`config.mk`:
```
export PLATFORM = sky130hd
export DESIGN_NAME = ddpc_top
export DESIGN_NICKNAME = d
export VERILOG_FILES = /design/src/design/ddpc_pkg.sv /design/src/design/ddpc_if.sv /design/src/design/ddpc_top.sv /design/src/design/ddpc_ptr_unit.sv /design/src/design/ddpc_apb_slave.sv
export SDC_FILE = /design/constraint.sdc
export NUM_CORES = 1
export LEC_CHECK = 0
export BUFFER_PORTS_ARGS = -buffer_cell sky130_fd_sc_hd__buf_2
export CAP_MARGIN = 0
export CORE_UTILIZATION = 55
export CTS_CLUSTER_SIZE = 8
export DETAILED_ROUTE_END_ITERATION = 10
export HOLD_SLACK_MARGIN = 0.1
export PLACE_DENSITY = 0.82
export SYNTH_ARGS = -nofsm -noshare
export SYNTH_HDL_FRONTEND = slang
export SYNTH_SLANG_ARGS = --single-unit
export TNS_END_PERCENT = 20
```
`constraint.sdc`:
```
create_clock -name MCLK_IN -period 3.3 [get_ports MCLK_IN]
set_input_delay 0.33 -clock MCLK_IN [delete_from_list [all_inputs] [get_ports MCLK_IN]]
set_output_delay 0.33 -clock MCLK_IN [all_outputs]
set_load 0.02 [all_outputs]
```
`src/design/ddpc_pkg.sv`:
```
// Constants and types shared by the dual data pointer control block
package ddpc_pkg;
    localparam int unsigned ADDR_W          = 12;
    localparam int unsigned DATA_W          = 32;
    localparam int unsigned BYTE_W          = 8;
    localparam int unsigned PTR_W           = 16;
    localparam int unsigned MODE_W          = 2;
    localparam int unsigned IDX_LSB         = 2;
    localparam int unsigned IDX_W           = 8;
    // Register indices; byte address is four times the index
    localparam logic [7:0]  CTRL_IDX        = 8'hA7;
    localparam logic [7:0]  PTR_LO_IDX      = 8'hA4;
    localparam logic [7:0]  PTR_HI_IDX      = 8'hA5;
    // Control field positions
    localparam int unsigned SEL_BIT         = 0;
    localparam int unsigned SPARE_LO_BIT    = 1;
    localparam int unsigned MAIN_MODE_LSB   = 2;
    localparam int unsigned SHADOW_MODE_LSB = 4;
    localparam int unsigned SWAP_BIT        = 6;
    localparam int unsigned SPARE_HI_BIT    = 7;
    localparam logic [7:0]  CTRL_RESET      = 8'h00;
    localparam logic [15:0] PTR_RESET       = 16'h0000;
    localparam logic [15:0] PTR_ONE         = 16'h0001;
    localparam logic [31:0] RDATA_ZERO      = 32'h0000_0000;

    typedef enum logic [1:0] {
        MODE_HOLD = 2'b00,
        MODE_INC  = 2'b01,
        MODE_DEC  = 2'b10,
        MODE_TOG  = 2'b11
    } ddpc_mode_type;

    typedef enum logic [1:0] {
        MV_EXT_PTR  = 2'b00,
        MV_CODE_PTR = 2'b01,
        MV_CODE_PC  = 2'b10,
        MV_EXT_IDX  = 2'b11
    } ddpc_move_type;
endpackage

```
`src/design/ddpc_if.sv`:
```
// Carriers between the top, the bus slave and the pointer units
`timescale 1ns/1ps
`default_nettype none
interface ddpc_ptr_if;
    import ddpc_pkg::*;
    logic                ld_lo;
    logic                ld_hi;
    logic [BYTE_W-1:0]   wbyte;
    logic                step;
    ddpc_mode_type       mode;
    logic [PTR_W-1:0]    value;
    modport unit (input ld_lo, ld_hi, wbyte, step, mode, output value);
    modport ctrl (output ld_lo, ld_hi, wbyte, step, mode, input value);
endinterface // ddpc_ptr_if

interface ddpc_reg_if;
    import ddpc_pkg::*;
    logic                wr;
    logic [IDX_W-1:0]    idx;
    logic [BYTE_W-1:0]   wdata;
    logic                hit;
    logic [BYTE_W-1:0]   rdata;
    modport bus  (output wr, idx, wdata, input hit, rdata);
    modport regs (input wr, idx, wdata, output hit, rdata);
endinterface // ddpc_reg_if
`default_nettype wire

```
`src/design/ddpc_top.sv`:
```
// Dual data pointer control block: control register, select, adjust
`timescale 1ns/1ps
`default_nettype none
module ddpc_top (
    input  wire logic                        MCLK_IN,
    input  wire logic                        RSTN_IN,
    input  wire logic                        PSEL_IN,
    input  wire logic                        PENABLE_IN,
    input  wire logic                        PWRITE_IN,
    input  wire logic [ddpc_pkg::ADDR_W-1:0] PADDR_IN,
    input  wire logic [ddpc_pkg::DATA_W-1:0] PWDATA_IN,
    output logic      [ddpc_pkg::DATA_W-1:0] PRDATA_OUT,
    output logic                             PREADY_OUT,
    output logic                             PSLVERR_OUT,
    input  wire logic                        MOVE_DONE_IN,
    input  wire ddpc_pkg::ddpc_move_type     MOVE_KIND_IN,
    output logic      [ddpc_pkg::PTR_W-1:0]  ACTIVE_POINTER_OUT,
    output logic                             POINTER_SELECT_OUT
);
    import ddpc_pkg::*;

    logic              auto_swap_enable_q;
    ddpc_mode_type     shadow_mode_q;
    ddpc_mode_type     main_mode_q;
    logic              pointer_select_q;
    logic [PTR_W-1:0]  active_pointer;
    logic [PTR_W-1:0]  active_pointer_q;
    logic [BYTE_W-1:0] ctrl_view;
    logic              ptr_move;
    logic              wr_ctrl;
    logic              wr_lo;
    logic              wr_hi;

    ddpc_reg_if rif ();
    ddpc_ptr_if main_if ();
    ddpc_ptr_if shadow_if ();

    ddpc_apb_slave u_apb (
        .clk_in      (MCLK_IN),
        .rstn_in     (RSTN_IN),
        .psel_in     (PSEL_IN),
        .penable_in  (PENABLE_IN),
        .pwrite_in   (PWRITE_IN),
        .paddr_in    (PADDR_IN),
        .pwdata_in   (PWDATA_IN),
        .prdata_out  (PRDATA_OUT),
        .pready_out  (PREADY_OUT),
        .pslverr_out (PSLVERR_OUT),
        .r           (rif)
    );

    ddpc_ptr_unit u_main (
        .clk_in  (MCLK_IN),
        .rstn_in (RSTN_IN),
        .p       (main_if)
    );

    ddpc_ptr_unit u_shadow (
        .clk_in  (MCLK_IN),
        .rstn_in (RSTN_IN),
        .p       (shadow_if)
    );

    // PC-relative and index-register moves never qualify
    assign ptr_move = MOVE_DONE_IN
                      && (MOVE_KIND_IN == MV_EXT_PTR
                          || MOVE_KIND_IN == MV_CODE_PTR);

    assign wr_ctrl = rif.wr && (rif.idx == CTRL_IDX);
    assign wr_lo   = rif.wr && (rif.idx == PTR_LO_IDX);
    assign wr_hi   = rif.wr && (rif.idx == PTR_HI_IDX);

    // Mode and swap fields; spare bits 7 and 1 are never stored
    always_ff @(posedge MCLK_IN or negedge RSTN_IN)
    begin
        if (!RSTN_IN)
        begin
            auto_swap_enable_q <= CTRL_RESET[SWAP_BIT];
            shadow_mode_q      <= ddpc_mode_type'(
                CTRL_RESET[SHADOW_MODE_LSB +: MODE_W]);
            main_mode_q        <= ddpc_mode_type'(
                CTRL_RESET[MAIN_MODE_LSB +: MODE_W]);
        end
        else if (wr_ctrl)
        begin
            auto_swap_enable_q <= rif.wdata[SWAP_BIT];
            shadow_mode_q      <= ddpc_mode_type'(
                rif.wdata[SHADOW_MODE_LSB +: MODE_W]);
            main_mode_q        <= ddpc_mode_type'(
                rif.wdata[MAIN_MODE_LSB +: MODE_W]);
        end
    end

    // Software write of the select beats a same-cycle auto-swap
    always_ff @(posedge MCLK_IN or negedge RSTN_IN)
    begin
        if (!RSTN_IN)
            pointer_select_q <= CTRL_RESET[SEL_BIT];
        else if (wr_ctrl)
            pointer_select_q <= rif.wdata[SEL_BIT];
        else if (ptr_move && auto_swap_enable_q)
            pointer_select_q <= ~pointer_select_q;
    end

    // Readback image of the control register
    always_comb
    begin
        ctrl_view                                = CTRL_RESET;
        ctrl_view[SWAP_BIT]                      = auto_swap_enable_q;
        ctrl_view[SHADOW_MODE_LSB +: MODE_W]     = shadow_mode_q;
        ctrl_view[MAIN_MODE_LSB +: MODE_W]       = main_mode_q;
        ctrl_view[SEL_BIT]                       = pointer_select_q;
    end

    // Byte loads and adjust go only to the pointer now selected
    assign main_if.ld_lo   = wr_lo && !pointer_select_q;
    assign main_if.ld_hi   = wr_hi && !pointer_select_q;
    assign main_if.wbyte   = rif.wdata;
    assign main_if.step    = ptr_move && !pointer_select_q;
    assign main_if.mode    = main_mode_q;

    assign shadow_if.ld_lo = wr_lo && pointer_select_q;
    assign shadow_if.ld_hi = wr_hi && pointer_select_q;
    assign shadow_if.wbyte = rif.wdata;
    assign shadow_if.step  = ptr_move && pointer_select_q;
    assign shadow_if.mode  = shadow_mode_q;

    assign active_pointer  = pointer_select_q ? shadow_if.value
                                              : main_if.value;

    // Register map decode for the bus slave
    always_comb
    begin
        rif.hit   = 1'b1;
        rif.rdata = '0;
        unique case (rif.idx)
            CTRL_IDX:   rif.rdata = ctrl_view;
            PTR_LO_IDX: rif.rdata = active_pointer[BYTE_W-1:0];
            PTR_HI_IDX: rif.rdata = active_pointer[PTR_W-1:BYTE_W];
            default:    rif.hit   = 1'b0;
        endcase
    end

    // Registered view for the core; lags the pointer by one cycle
    always_ff @(posedge MCLK_IN or negedge RSTN_IN)
    begin
        if (!RSTN_IN)
            active_pointer_q <= PTR_RESET;
        else
            active_pointer_q <= active_pointer;
    end

    assign ACTIVE_POINTER_OUT = active_pointer_q;
    assign POINTER_SELECT_OUT = pointer_select_q;
endmodule // ddpc_top
`default_nettype wire

```
`src/design/ddpc_ptr_unit.sv`:
```
// One 16-bit data pointer with byte loads and post-move adjust
`timescale 1ns/1ps
`default_nettype none
module ddpc_ptr_unit (
    input  wire logic   clk_in,
    input  wire logic   rstn_in,
    ddpc_ptr_if.unit    p
);
    import ddpc_pkg::*;

    logic [PTR_W-1:0] value_q;

    // Byte load beats a same-cycle adjust
    always_ff @(posedge clk_in or negedge rstn_in)
    begin
        if (!rstn_in)
            value_q <= PTR_RESET;
        else if (p.ld_lo)
            value_q[BYTE_W-1:0] <= p.wbyte;
        else if (p.ld_hi)
            value_q[PTR_W-1:BYTE_W] <= p.wbyte;
        else if (p.step)
        begin
            unique case (p.mode)
                MODE_HOLD: value_q <= value_q;
                MODE_INC:  value_q <= value_q + PTR_ONE;
                MODE_DEC:  value_q <= value_q - PTR_ONE;
                MODE_TOG:  value_q <= value_q ^ PTR_ONE;
            endcase
        end
    end

    assign p.value = value_q;
endmodule // ddpc_ptr_unit
`default_nettype wire

```
`src/design/ddpc_apb_slave.sv`:
```
// Zero-wait APB slave front end for the pointer control registers
`timescale 1ns/1ps
`default_nettype none
module ddpc_apb_slave (
    input  wire logic                        clk_in,
    input  wire logic                        rstn_in,
    input  wire logic                        psel_in,
    input  wire logic                        penable_in,
    input  wire logic                        pwrite_in,
    input  wire logic [ddpc_pkg::ADDR_W-1:0] paddr_in,
    input  wire logic [ddpc_pkg::DATA_W-1:0] pwdata_in,
    output logic      [ddpc_pkg::DATA_W-1:0] prdata_out,
    output logic                             pready_out,
    output logic                             pslverr_out,
    ddpc_reg_if.bus                          r
);
    import ddpc_pkg::*;

    logic              setup;
    logic              ok;
    logic              pready_q;
    logic              pslverr_q;
    logic [DATA_W-1:0] prdata_q;

    assign setup   = psel_in && !penable_in;
    assign r.idx   = paddr_in[IDX_LSB +: IDX_W];
    assign r.wdata = pwdata_in[BYTE_W-1:0];
    // Misaligned or out-of-range addresses are errors, not aliases
    assign ok = r.hit && (paddr_in[IDX_LSB-1:0] == '0)
                && (paddr_in[ADDR_W-1:IDX_LSB+IDX_W] == '0);
    assign r.wr = psel_in && penable_in && pready_q && pwrite_in
                  && !pslverr_q;

    // Answer decided in setup, shown for exactly the access cycle
    always_ff @(posedge clk_in or negedge rstn_in)
    begin
        if (!rstn_in)
        begin
            pready_q  <= 1'b0;
            pslverr_q <= 1'b0;
            prdata_q  <= RDATA_ZERO;
        end
        else
        begin
            pready_q  <= setup;
            pslverr_q <= setup && !ok;
            prdata_q  <= (setup && ok && !pwrite_in) ?
                         {{(DATA_W-BYTE_W){1'b0}}, r.rdata} : RDATA_ZERO;
        end
    end

    assign prdata_out  = prdata_q;
    assign pready_out  = pready_q;
    assign pslverr_out = pslverr_q;
endmodule // ddpc_apb_slave
`default_nettype wire

```
==> results.md, run 1 <==
* Area of the multi-input gates at 2470 sq um
* Highest metal layer with signal wires: met4
* Seq/Total Area, Yosys at 0.371
* Synthesized cell area at roughly 4300 sq um
* Average footprint of a synthesized cell at roughly 8.7 sq um
* TritonCTS buffer count at 9
* Routed len/inst at approximately 18 um
* CTS Sinks at between 60 and 70
* Starting density of the core at 0.582
* Area enclosed by the die boundary at between 8000 and 9000 sq um
* Total Wirelength at 11600 um
* Worst voltage drop across the vdd grid at about 0.00021 V
* Required @ worst endpoint at 3.53 ns
* Cell with the most instances after synthesis: dfrtp_1
* Most area-consuming cells after synthesis: dfrtp_1 37%, mux2_2 5.2%, buf_4 4.2%, nor2_1 4.0%, nand2_1 3.9%
* Standard-cell row count at 31
* Synth warnings at 0
* Maximum number of pins on one net before global-route repair at 48
* Met3 WL post-DR at about 1200 um
* Synthesized instance count at between 400 and 500
* Finish-stage setup viols at 0
* Final global-route overflow total at 0
* Min Tclk post-route at around 2.7 ns
* Power per standard cell area at about 340 nW/um^2
* Critical path launch point: shadow_if.mode[0]$_DFFE_PN0P_
* Number of flops mapped to enable cells by yosys at 0
* Final Power at approximately 1.6 mW
* Root buffer cell: clkbuf_8
* Leakage power at 2.15 nW
* Area growth syn-to-layout at 9.98%
* Area inside the core boundary at approximately 7400 sq um
* Drt first-iter violations at about 420
* Critical path endpoint category: flop
* Worst EP arrival at approximately 3.0 ns
* Combinational power share at 0.081
* Overall die width at approximately 91 um
* Share of power burned in the clock network at 0.418
* Placed standard-cell area at roughly 4500 sq um
* Result of the run: finished, final reports clean
* Clock tree from TritonCTS: yes
* Post-CTS setup buffers at 0
* Top-level I/O count at 103
* Biggest area consumer among synthesized cells: dfrtp_1
* Post-route design area at roughly 4700 sq um
* Clock latency reported for the late side of the worst-skew pair at 0.35 ns
* Max cap viols at 0
* Main synth FF type: dfrtp_1
* Vias in the first global route at around 3700
* Inserted Diodes at 0
* Setup repair after global routing missed its margin: no
* Setup TNS at 0 ns
* Slew headroom at 0.358
* Metal2 WL at about 5000 um
* Combined global-route utilization of all metal layers at 0.294
* Wire length of the first global-routing pass at ~19000 um
* CP endpoint: u_shadow.p.value[15]$_DFFE_PN0P_
* Proportion of total power due to net switching at 0.266
* IO Port Bufs at 53
* Post-detailed-route via-to-cell ratio at approximately 6.4
* Crit path kind: reg2reg
* Worst-path clk slew at approximately 0.070 ns
* Residual DRC count at 0
* CTS hold repair buffers at 0
* Clock tree buffer depth at 2
* Class of the most critical hold timing path: in2async
* Yosys top cell area share at 0.371
* Share of post-route cells with drive strength above 1 at 0.201
* TritonRoute pass-1 iters at 5
* Layout Utilization at 0.640
* Achievable clock frequency at ~370 MHz
* Kind of start point of the critical path: flop
* Ys async rst share at 1.00
* Post-DP HPWL at 8530 um
* Pins over their slew limit at 0
* Worst-path fanout max at 11
* Tcrit/Tclk final at 0.824
* Unique masters post-synth at 75
* Number of fillers in the final layout at between 600 and 700
* Hold Fails Final Rpt at 0
* Slew at the pin closest to its max-slew limit at around 0.96 ns
* Vertical die dimension at 90.6 um
* Worst R2R End: u_shadow.p.value[15]$_DFFE_PN0P_
* Clock Skew at 0.0110 ns
* Cell with the largest stage delay on the worst path: dfrtp_1
* Internal Pwr Total at 1.18 mW
* Net switching power at about 0.43 mW
* Startpoint of the most critical register-to-register path: shadow_if.mode[0]$_DFFE_PN0P_
* Post-layout nets at just under 600
* Post-cts gate resize count at 0
* Longest individual stage delay on the worst path at about 0.50 ns
* Antenna-violating nets left at 0
* Vias after detailed routing at a little over 4000
* Post-route met1 wirelength at 4870 um
* Seq. cell area at about 1600 sq um
* Sequential fraction of design power at 0.501
* # H-tree levels at 3
* GP Congestion at between 0.9 and 1
* Ranking of synthesized cells by instance count: 64 x dfrtp_1, 46 x nor2_1, 45 x nand2_1
* Cells traversed along the worst timing path: nand2b_1, buf_4, inv_2, ha_1, a21o_1, o41ai_1, a21oi_1, a31o_1, a221o_1
* Worst Reg2Reg Path Length in Cells at 9
* Post-synthesis sequential element count at 64
* Antenna violations before repair at 0
* Setup slack of the most critical reg-to-reg path at 0.58 ns
## power groups by stage
stage / registers (mW) / logic, mW / clock network (mW)
after detailed placement: 0.820 / 0.128 / 0
after global routing: 0.806 / 0.141 / 0.715
after CTS: 0.805 / 0.129 / 0.677
after floorplan: 0.818 / 0.0910 / 0
final: 0.805 / 0.130 / 0.673
after global placement: 0.820 / 0.126 / 0
## worst min-delay path by stage
stage	from	cells past startpoint	endpoint	slack, ns
final	RSTN_IN	1	ACTIVE_POINTER_OUT[12]$_DFF_PN0_	0.13
after global routing	PENABLE_IN	2	u_apb.pready_out$_DFF_PN0_	0.15
after CTS	RSTN_IN	1	u_main.p.value[15]$_DFFE_PN0P_	0.15
after detailed placement	auto_swap_enable_q$_DFFE_PN0P_	1	auto_swap_enable_q$_DFFE_PN0P_	0.52
after global placement	PENABLE_IN	2	u_apb.pready_out$_DFF_PN0_	0.52
after floorplan	RSTN_IN	0	ACTIVE_POINTER_OUT[0]$_DFF_PN0_	0.03
## kinds of logic after synthesis
| family | share of synthesized area |
|---|---|
| AO/OA/AOI/OAI | 0.189 |
| buffers and inverters | 0.0771 |
| AND/OR/NAND/NOR | 0.240 |
| flip-flops | 0.371 |
| multiplexers | 0.0687 |
| other | 0.000869 |
| XOR/XNOR | 0.0406 |
| adder cells (fa/ha/maj) | 0.0116 |
## registers in the layout, summed over array words and instances (netlist names)
register and count:
ACTIVE_POINTER_OUT 16, u_main.p.value 16, u_shadow.p.value 16, u_apb.prdata_out 8, main_if.mode 2, shadow_if.mode 2
POINTER_SELECT_OUT 1, auto_swap_enable_q 1, u_apb.pready_out 1, u_apb.pslverr_out 1
## routing by layer
layer / global-route usage / vias up
li1: - / 1864
met1: 0.401 / 1945
met2: 0.445 / 255
met3: 0.0682 / 41
met4: 0.129 / 0
met5: 0 / -
## layout make-up
type | instances | share of cell area
Timing Repair Buffer | 58 | 0.0638
Multi-Input combinational cell | 390 | 0.520
Sequential cell | 64 | 0.338
Clock buffer | 10 | 0.0269
Tap cell | 99 | 0.0261
Clock inverter | 6 | 0.0148
Inverter | 14 | 0.0111
## worst max-delay path: cells and delay by family, from the launching register on
kind | cells | cell delay [ns]
AO/OA/AOI/OAI | 5 | 1.07
flip-flops | 1 | 0.50
buffers and inverters | 2 | 0.35
adder cells (fa/ha/maj) | 1 | 0.35
AND/OR/NAND/NOR | 1 | 0.32
## layout by cell type, fill, tap and decap left out, types with 8 or more instances in the layout
master and instances:
and2_1 8, nand3_1 15, nand2_1 45, mux2_2 20, nor2_1 46, clkbuf_8 9, inv_1 11, buf_2 53
xnor2_1 9, xor2_1 11, nor4_1 10, conb_1 24, a21oi_1 30, nor3_1 17, dfrtp_1 64, o21ai_0 24
## per-stage QoR
step           std cells  setup WS, ns  hold WS [ns]
3_5_place_dp         625         0.659         0.524
6_report             641         0.581         0.130
3_3_place_gp         625         0.702         0.516
2_1_floorplan        518         0.709        0.0344
4_1_cts              641         0.647         0.153
5_1_grt              641         0.375         0.153
Power figures use the tool's default switching activity.
==> inputs of run 2 (changes only) <==
--- a/config.mk
+++ b/config.mk
@@ -7,11 +7,11 @@
 export LEC_CHECK = 0
 export BUFFER_PORTS_ARGS = -buffer_cell sky130_fd_sc_hd__buf_2
 export CAP_MARGIN = 0
-export CORE_UTILIZATION = 55
+export CORE_UTILIZATION = 49
 export CTS_CLUSTER_SIZE = 8
 export DETAILED_ROUTE_END_ITERATION = 10
 export HOLD_SLACK_MARGIN = 0.1
-export PLACE_DENSITY = 0.82
+export PLACE_DENSITY = 0.77
 export SYNTH_ARGS = -nofsm -noshare
 export SYNTH_HDL_FRONTEND = slang
 export SYNTH_SLANG_ARGS = --single-unit
==> constraint.sdc (replaced) <==
create_clock -name MCLK_IN -period 2.22 [get_ports MCLK_IN]
set_input_delay 0.222 -clock MCLK_IN [delete_from_list [all_inputs] [get_ports MCLK_IN]]
set_output_delay 0.222 -clock MCLK_IN [all_outputs]
set_load 0.02 [all_outputs]
==> results.md, run 2 (synthesis gave the netlist of run 1 again) <==
* Critical path endpoint category: flop
* Hold Fails Final Rpt at 0
* Worst R2R End: u_main.p.value[13]$_DFFE_PN0P_
* Crit path kind: reg2reg
* IO Port Bufs at between 50 and 60
* Min setup slack post-route at 0.0112 ns
* Commonest cells after routing, fill and taps aside: 64 x dfrtp_1, 55 x buf_4, 53 x buf_2, 45 x nor2_1, 44 x nand2_1
* Maximum number of pins on one net before global-route repair at between 50 and 60
* Overall die width at around 96 um
* Critical path launch point: u_main.p.value[8]$_DFFE_PN0P_
* Area inside the core boundary at 8380 sq um
* Residual DRC count at 0
* Clock tree buffer depth at 2
* Pins over their slew limit at 0
* Number of fillers in the final layout at ~740
* Worst-path clk slew at ~0.08 ns
* Most common cell after layout, fill and taps aside: dfrtp_1
* Top-level I/O count at approximately 100
* Total placed cells including tap cells at around 700
* Post-layout nets at around 650
* CP endpoint: u_main.p.value[13]$_DFFE_PN0P_
* Combinational power share at 0.094
* Proportion of total power due to net switching at 0.287
* Setup slack at placement at 0.00219 ns
* Share of post-route cells with drive strength above 1 at 0.297
* Antenna violations before repair at 0
* Required @ worst endpoint at 2.47 ns
* Post-route design area at 5250 sq um
* CTS Sinks at between 60 and 70
* Startpoint of the most critical register-to-register path: u_main.p.value[8]$_DFFE_PN0P_
* Non-filler instance count after layout at approximately 700
* Kind of start point of the critical path: flop
* Worst Reg2Reg Path Length in Cells at 6
* Starting density of the core at 0.515
* Clock Skew at approximately 0.012 ns
* Drt first-iter violations at 454
* Final hold slack at 0.145 ns
* Vertical die dimension at 95.8 um
* Routed len/inst at approximately 19 um
* GP Congestion at between 0.9 and 1
* Leakage power at roughly 2.4 nW
* Clock latency reported for the late side of the worst-skew pair at 0.36 ns
* Antenna-violating nets left at 0
* Area enclosed by the die boundary at 9180 sq um
* Buffers and inverters on the worst path at 0
* Worst EP arrival at 2.46 ns
* Internal Pwr Total at about 1.7 mW
* Achievable clock frequency at roughly 450 MHz
* Setup slack of the most critical reg-to-reg path at between 0.01 and 0.015 ns
* Post-DP HPWL at between 9000 and 10000 um
* Cell with the largest stage delay on the worst path: or4_4
* Net switching power at 0.674 mW
* Vias after detailed routing at 4307
* Placed standard-cell area at between 4000 and 5000 sq um
* Sequential fraction of design power at 0.506
* Setup repair after global routing missed its margin: yes
* Slew headroom at 0.602
* # H-tree levels at 3
* Worst voltage drop across the vdd grid at 0.000216 V
* Wire length of the first global-routing pass at between 20000 and 25000 um
* TritonCTS buffer count at 9
* Result of the run: finished, final reports clean
* Slew at the pin closest to its max-slew limit at roughly 0.59 ns
* Cell depth of the worst setup path at 6
* Worst-path fanout max at 5
* TritonRoute pass-1 iters at 5
* Cells traversed along the worst timing path: or2_4, or4_4, a22oi_1, mux2_1, nor3b_1, a221o_1
* Combined global-route utilization of all metal layers at 0.305
* Longest individual stage delay on the worst path at approximately 0.45 ns
* Area growth syn-to-layout at 21.6%
* Inserted Diodes at 0
* Vias in the first global route at 3995
* Final Power at approximately 2.4 mW
* Tcrit/Tclk final at 0.995
* Min Tclk post-route at 2.21 ns
* Max cap viols at 0
* Finish-stage setup viols at 0
* Post-detailed-route via-to-cell ratio at around 6.1
* Power per standard cell area at about 450 nW/um^2
* Root buffer cell: clkbuf_8
* Share of power burned in the clock network at 0.400
* Clock tree from TritonCTS: yes
* Total Wirelength at 13100 um
* Final global-route overflow total at 0
* Standard-cell row count at 33
* Critical path's top delay family: simple AND/OR/NAND/NOR gates
* Class of the most critical hold timing path: in2reg
[run 2: changes by cell type in the layout (fill, tap and decap cells not counted), sizes merged]
| cell | change |
|---|---|
| buf | +52 |
| bufinv | -1 |
| clkinv | -4 |
| clkinvlp | +4 |
| dlygate4sd3 | +2 |
| inv | +1 |
[run 2: layout make-up]
type	instances	area [sq um]	share of cell area
clock buffers	10	138	0.0262
clock inverters	6	43.8	0.00835
inverters	14	52.6	0.0100
multi-input cells	390	2550	0.486
flip-flops and latches	64	1600	0.305
well taps	105	131	0.0250
repair buffers	112	729	0.139
[run 2: timing repair]
| action | CTS | global route |
|---|---|---|
| gates resized for setup | 1 | 13 |
| setup endpoints to repair | 1 | 14 |
| gates cloned | 0 | 0 |
| pin swaps | 0 | 2 |
| buffers inserted | 0 | 1 |
| hold endpoints to repair | 58 | 0 |
| hold buffers | 2 | 0 |
[run 2: how the worst min path moves through the flow]
stage | to | start | depth (start not counted)
after floorplan | ACTIVE_POINTER_OUT[0]$_DFF_PN0_ | RSTN_IN | 0
after global placement | ACTIVE_POINTER_OUT[3]$_DFF_PN0_ | RSTN_IN | 1
after detailed placement | ACTIVE_POINTER_OUT[3]$_DFF_PN0_ | RSTN_IN | 1
after CTS | u_apb.pready_out$_DFF_PN0_ | PSEL_IN | 2
after global routing | u_apb.pready_out$_DFF_PN0_ | PSEL_IN | 2
final | u_apb.pready_out$_DFF_PN0_ | PSEL_IN | 2
[run 2: worst reg2reg max path: cells and delay by family, from the launching register on]
| family | cells | cell delay [ns] |
|---|---|---|
| AOI/OAI and AO/OA | 2 | 0.48 |
| muxes | 1 | 0.36 |
| and+or+nand+nor | 3 | 0.87 |
| DFF | 1 | 0.40 |
[run 2: stage by stage]
stage               setup TNS, ns  utilization
floorplan                  -0.358            -
global placement                0        0.594
detailed placement              0        0.594
CTS                             0        0.618
global route               -0.306        0.626
finish                          0        0.626
[run 2: power groups by stage]
stage	registers (mW)	logic [mW]	clock network, mW
2_1_floorplan	1.22	0.136	0
3_3_place_gp	1.21	0.211	0
5_1_grt	1.19	0.241	1.00
4_1_cts	1.19	0.218	0.947
3_5_place_dp	1.21	0.214	0
6_report	1.19	0.221	0.942
[run 2: layer usage]
metal  vias to the layer above  global-route usage  share of wire
met1                      2043               0.395           0.41
met2                       261               0.479           0.45
met4                         0               0.155          0.045
met5                         -                   0              0
met3                        49              0.0664          0.095
li1                       1954                   -              -
==> inputs of run 3 (changes only) <==
--- a/config.mk
+++ b/config.mk
@@ -11,6 +11,7 @@
 export CTS_CLUSTER_SIZE = 8
 export DETAILED_ROUTE_END_ITERATION = 10
 export HOLD_SLACK_MARGIN = 0.1
+export MAX_ROUTING_LAYER = met4
 export PLACE_DENSITY = 0.77
 export SYNTH_ARGS = -nofsm -noshare
 export SYNTH_HDL_FRONTEND = slang
==> constraint.sdc (replaced) <==
create_clock -name MCLK_IN -period 2.22 [get_ports MCLK_IN]
set_input_delay 0.444 -clock MCLK_IN [delete_from_list [all_inputs] [get_ports MCLK_IN]]
set_output_delay 0.444 -clock MCLK_IN [all_outputs]
set_load 0.02 [all_outputs]
==> results.md, run 3 (synthesis gave the netlist of run 1 again) <==
* Result of the run: finished with violations
* Violations in the final reports: negative setup slack
* Metal2 WL at 6170 um
* CTS Sinks at 64
* TritonRoute pass-1 iters at 5
* Area growth syn-to-layout at 22.6%
* Slew headroom at 0.589
* Final global-route overflow total at 0
* Area inside the core boundary at around 8400 sq um
* Tcrit/Tclk final at 1.01
* Worst R2R End: u_main.p.value[15]$_DFFE_PN0P_
* Maximum number of pins on one net before global-route repair at 33
* Clock latency reported for the late side of the worst-skew pair at between 0.3 and 0.4 ns
* Crit path kind: reg2reg
* Most common cell after layout, fill and taps aside: dfrtp_1
* Min Tclk post-route at around 2.2 ns
* Critical path endpoint category: flop
* Combined global-route utilization of all metal layers at 0.315
* CP endpoint: u_main.p.value[15]$_DFFE_PN0P_
* TritonCTS buffer count at 9
* Post-DP HPWL at 9960 um
* Standard-cell row count at 33
* Seq. cell area at between 1500 and 2000 sq um
* # H-tree levels at 3
* Cell with the largest stage delay on the worst path: or4_4
* Finish-stage setup viols at 3
* Area enclosed by the die boundary at between 9000 and 10000 sq um
* Met3 WL post-DR at approximately 1200 um
* GP Congestion at about 0.95
* Residual DRC count at 0
* Cells traversed along the worst timing path: or2_4, or4_4, a2111oi_4, mux2i_1, o21ai_1, a221o_1
* Number of fillers in the final layout at roughly 700
* Drt first-iter violations at 430
* Final hold slack at 0.111 ns
* Worst EP arrival at roughly 2.5 ns
* Antenna-violating nets left at 0
* Top-level I/O count at 103
* Post-route met1 wirelength at approximately 5400 um
* Longest individual stage delay on the worst path at 0.45 ns
* Max cap viols at 0
* Worst-path clk slew at about 0.080 ns
* Routed len/inst at around 19 um
* Pins over their slew limit at 0
* Kind of start point of the critical path: flop
* Post-route design area at 5290 sq um
* Setup slack of the most critical reg-to-reg path at -0.03 ns
* IO Port Bufs at 53
* Total Wirelength at between 10000 and 15000 um
* Final Power at 2.41 mW
* Post-detailed-route via-to-cell ratio at between 6 and 7
* Required @ worst endpoint at 2.44 ns
* Vertical die dimension at 95.8 um
* Power per standard cell area at roughly 460 nW/um^2
* Startpoint of the most critical register-to-register path: u_main.p.value[9]$_DFFE_PN0P_
* Clock tree buffer depth at 2
* Wire length of the first global-routing pass at approximately 21000 um
* Overall die width at roughly 96 um
* Placed standard-cell area at ~5000 sq um
* Vias in the first global route at 4075
* Worst Reg2Reg Path Length in Cells at 6
* Non-filler instance count after layout at ~710
* Achievable clock frequency at 444 MHz
* Critical path launch point: u_main.p.value[9]$_DFFE_PN0P_
* Hold Fails Final Rpt at 0
* Highest metal layer with signal wires: met4
* Starting density of the core at 0.515
* Vias after detailed routing at 4342
* Post-layout nets at approximately 650
* Setup repair after global routing missed its margin: yes
* Slew at the pin closest to its max-slew limit at ~0.62 ns
* Share of post-route cells with drive strength above 1 at 0.302
* Worst-path fanout max at 5
* Antenna violations before repair at 0
* Setup slack at placement at -0.0917 ns
* Root buffer cell: clkbuf_8
* Clock tree from TritonCTS: yes
* Total placed cells including tap cells at 688
* CTS hold repair buffers at 0
* Min setup slack post-route at -0.0298 ns
* Clock Skew at 0.0132 ns
* Area of the multi-input gates at 2540 sq um
* Worst voltage drop across the vdd grid at between 0.0003 and 0.0004 V
* Inserted Diodes at 0
* Leakage power at between 2 and 2.5 nW
* Class of the most critical hold timing path: in2async
* Commonest cells after routing, fill and taps aside: 64 x dfrtp_1, 63 x buf_4, 53 x buf_2, 45 x nor2_1, 44 x nand2_1
run 3: changes by cell type in the layout (fill, tap and decap cells not counted), moves of 2 or more:
cell           before  now
clkinv_2            1    3
clkinvlp_4          4    2
dlygate4sd3_1       2    0
buf_4              55   63
run 3: worst min-delay path by stage:
stage | slack (ns) | from | to
after global placement | 0.48 | RSTN_IN | u_apb.prdata_out[3]$_DFF_PN0_
after CTS | 0.12 | RSTN_IN | ACTIVE_POINTER_OUT[2]$_DFF_PN0_
after detailed placement | 0.49 | RSTN_IN | u_apb.prdata_out[3]$_DFF_PN0_
final | 0.11 | RSTN_IN | u_apb.prdata_out[2]$_DFF_PN0_
after global routing | 0.14 | RSTN_IN | u_main.p.value[9]$_DFFE_PN0P_
after floorplan | 0.15 | RSTN_IN | ACTIVE_POINTER_OUT[0]$_DFF_PN0_
run 3: metrics by stage:
stage	setup TNS [ns]	util
floorplan	-0.358	-
global placement	0	0.599
detailed placement	-0.276	0.599
CTS	-0.0204	0.623
global route	-0.316	0.631
finish	-0.0517	0.631
run 3: final cells by class:
type / instances / area share
flip-flops and latches: 64 / 0.303
clock buffers: 10 / 0.0241
well taps: 105 / 0.0248
inverters: 14 / 0.0104
repair buffers: 118 / 0.146
clock inverters: 6 / 0.0114
multi-input cells: 390 / 0.481
run 3: power breakdown:
part,total [mW],internal [mW],switching (mW),leakage (nW)
sequential,1.19,1.18,0.0138,0.873
clock,0.992,0.513,0.479,0.0920
combinational,0.223,0.0649,0.158,1.50
run 3: per-layer routing:
| layer | global-route usage | up-vias |
|---|---|---|
| li1 | - | 1968 |
| met1 | 0.397 | 2045 |
| met2 | 0.507 | 279 |
| met3 | 0.0513 | 50 |
| met4 | 0.123 | 0 |
| met5 | - | - |
run 3: critical path, delay by kind of cell (launching register included):
family          cells  cell delay [ns]
compound gates      3             0.74
flops               1             0.38
mux                 1             0.27
simple gates        2             0.73
run 3: timing repair:
item / CTS / global route
cloned: 0 / 0
endpoints found under the hold margin: 0 / 0
pin swaps: 1 / 2
setup endpoints to repair: 2 / 16
buffers inserted: 0 / 3
resized for setup: 1 / 11
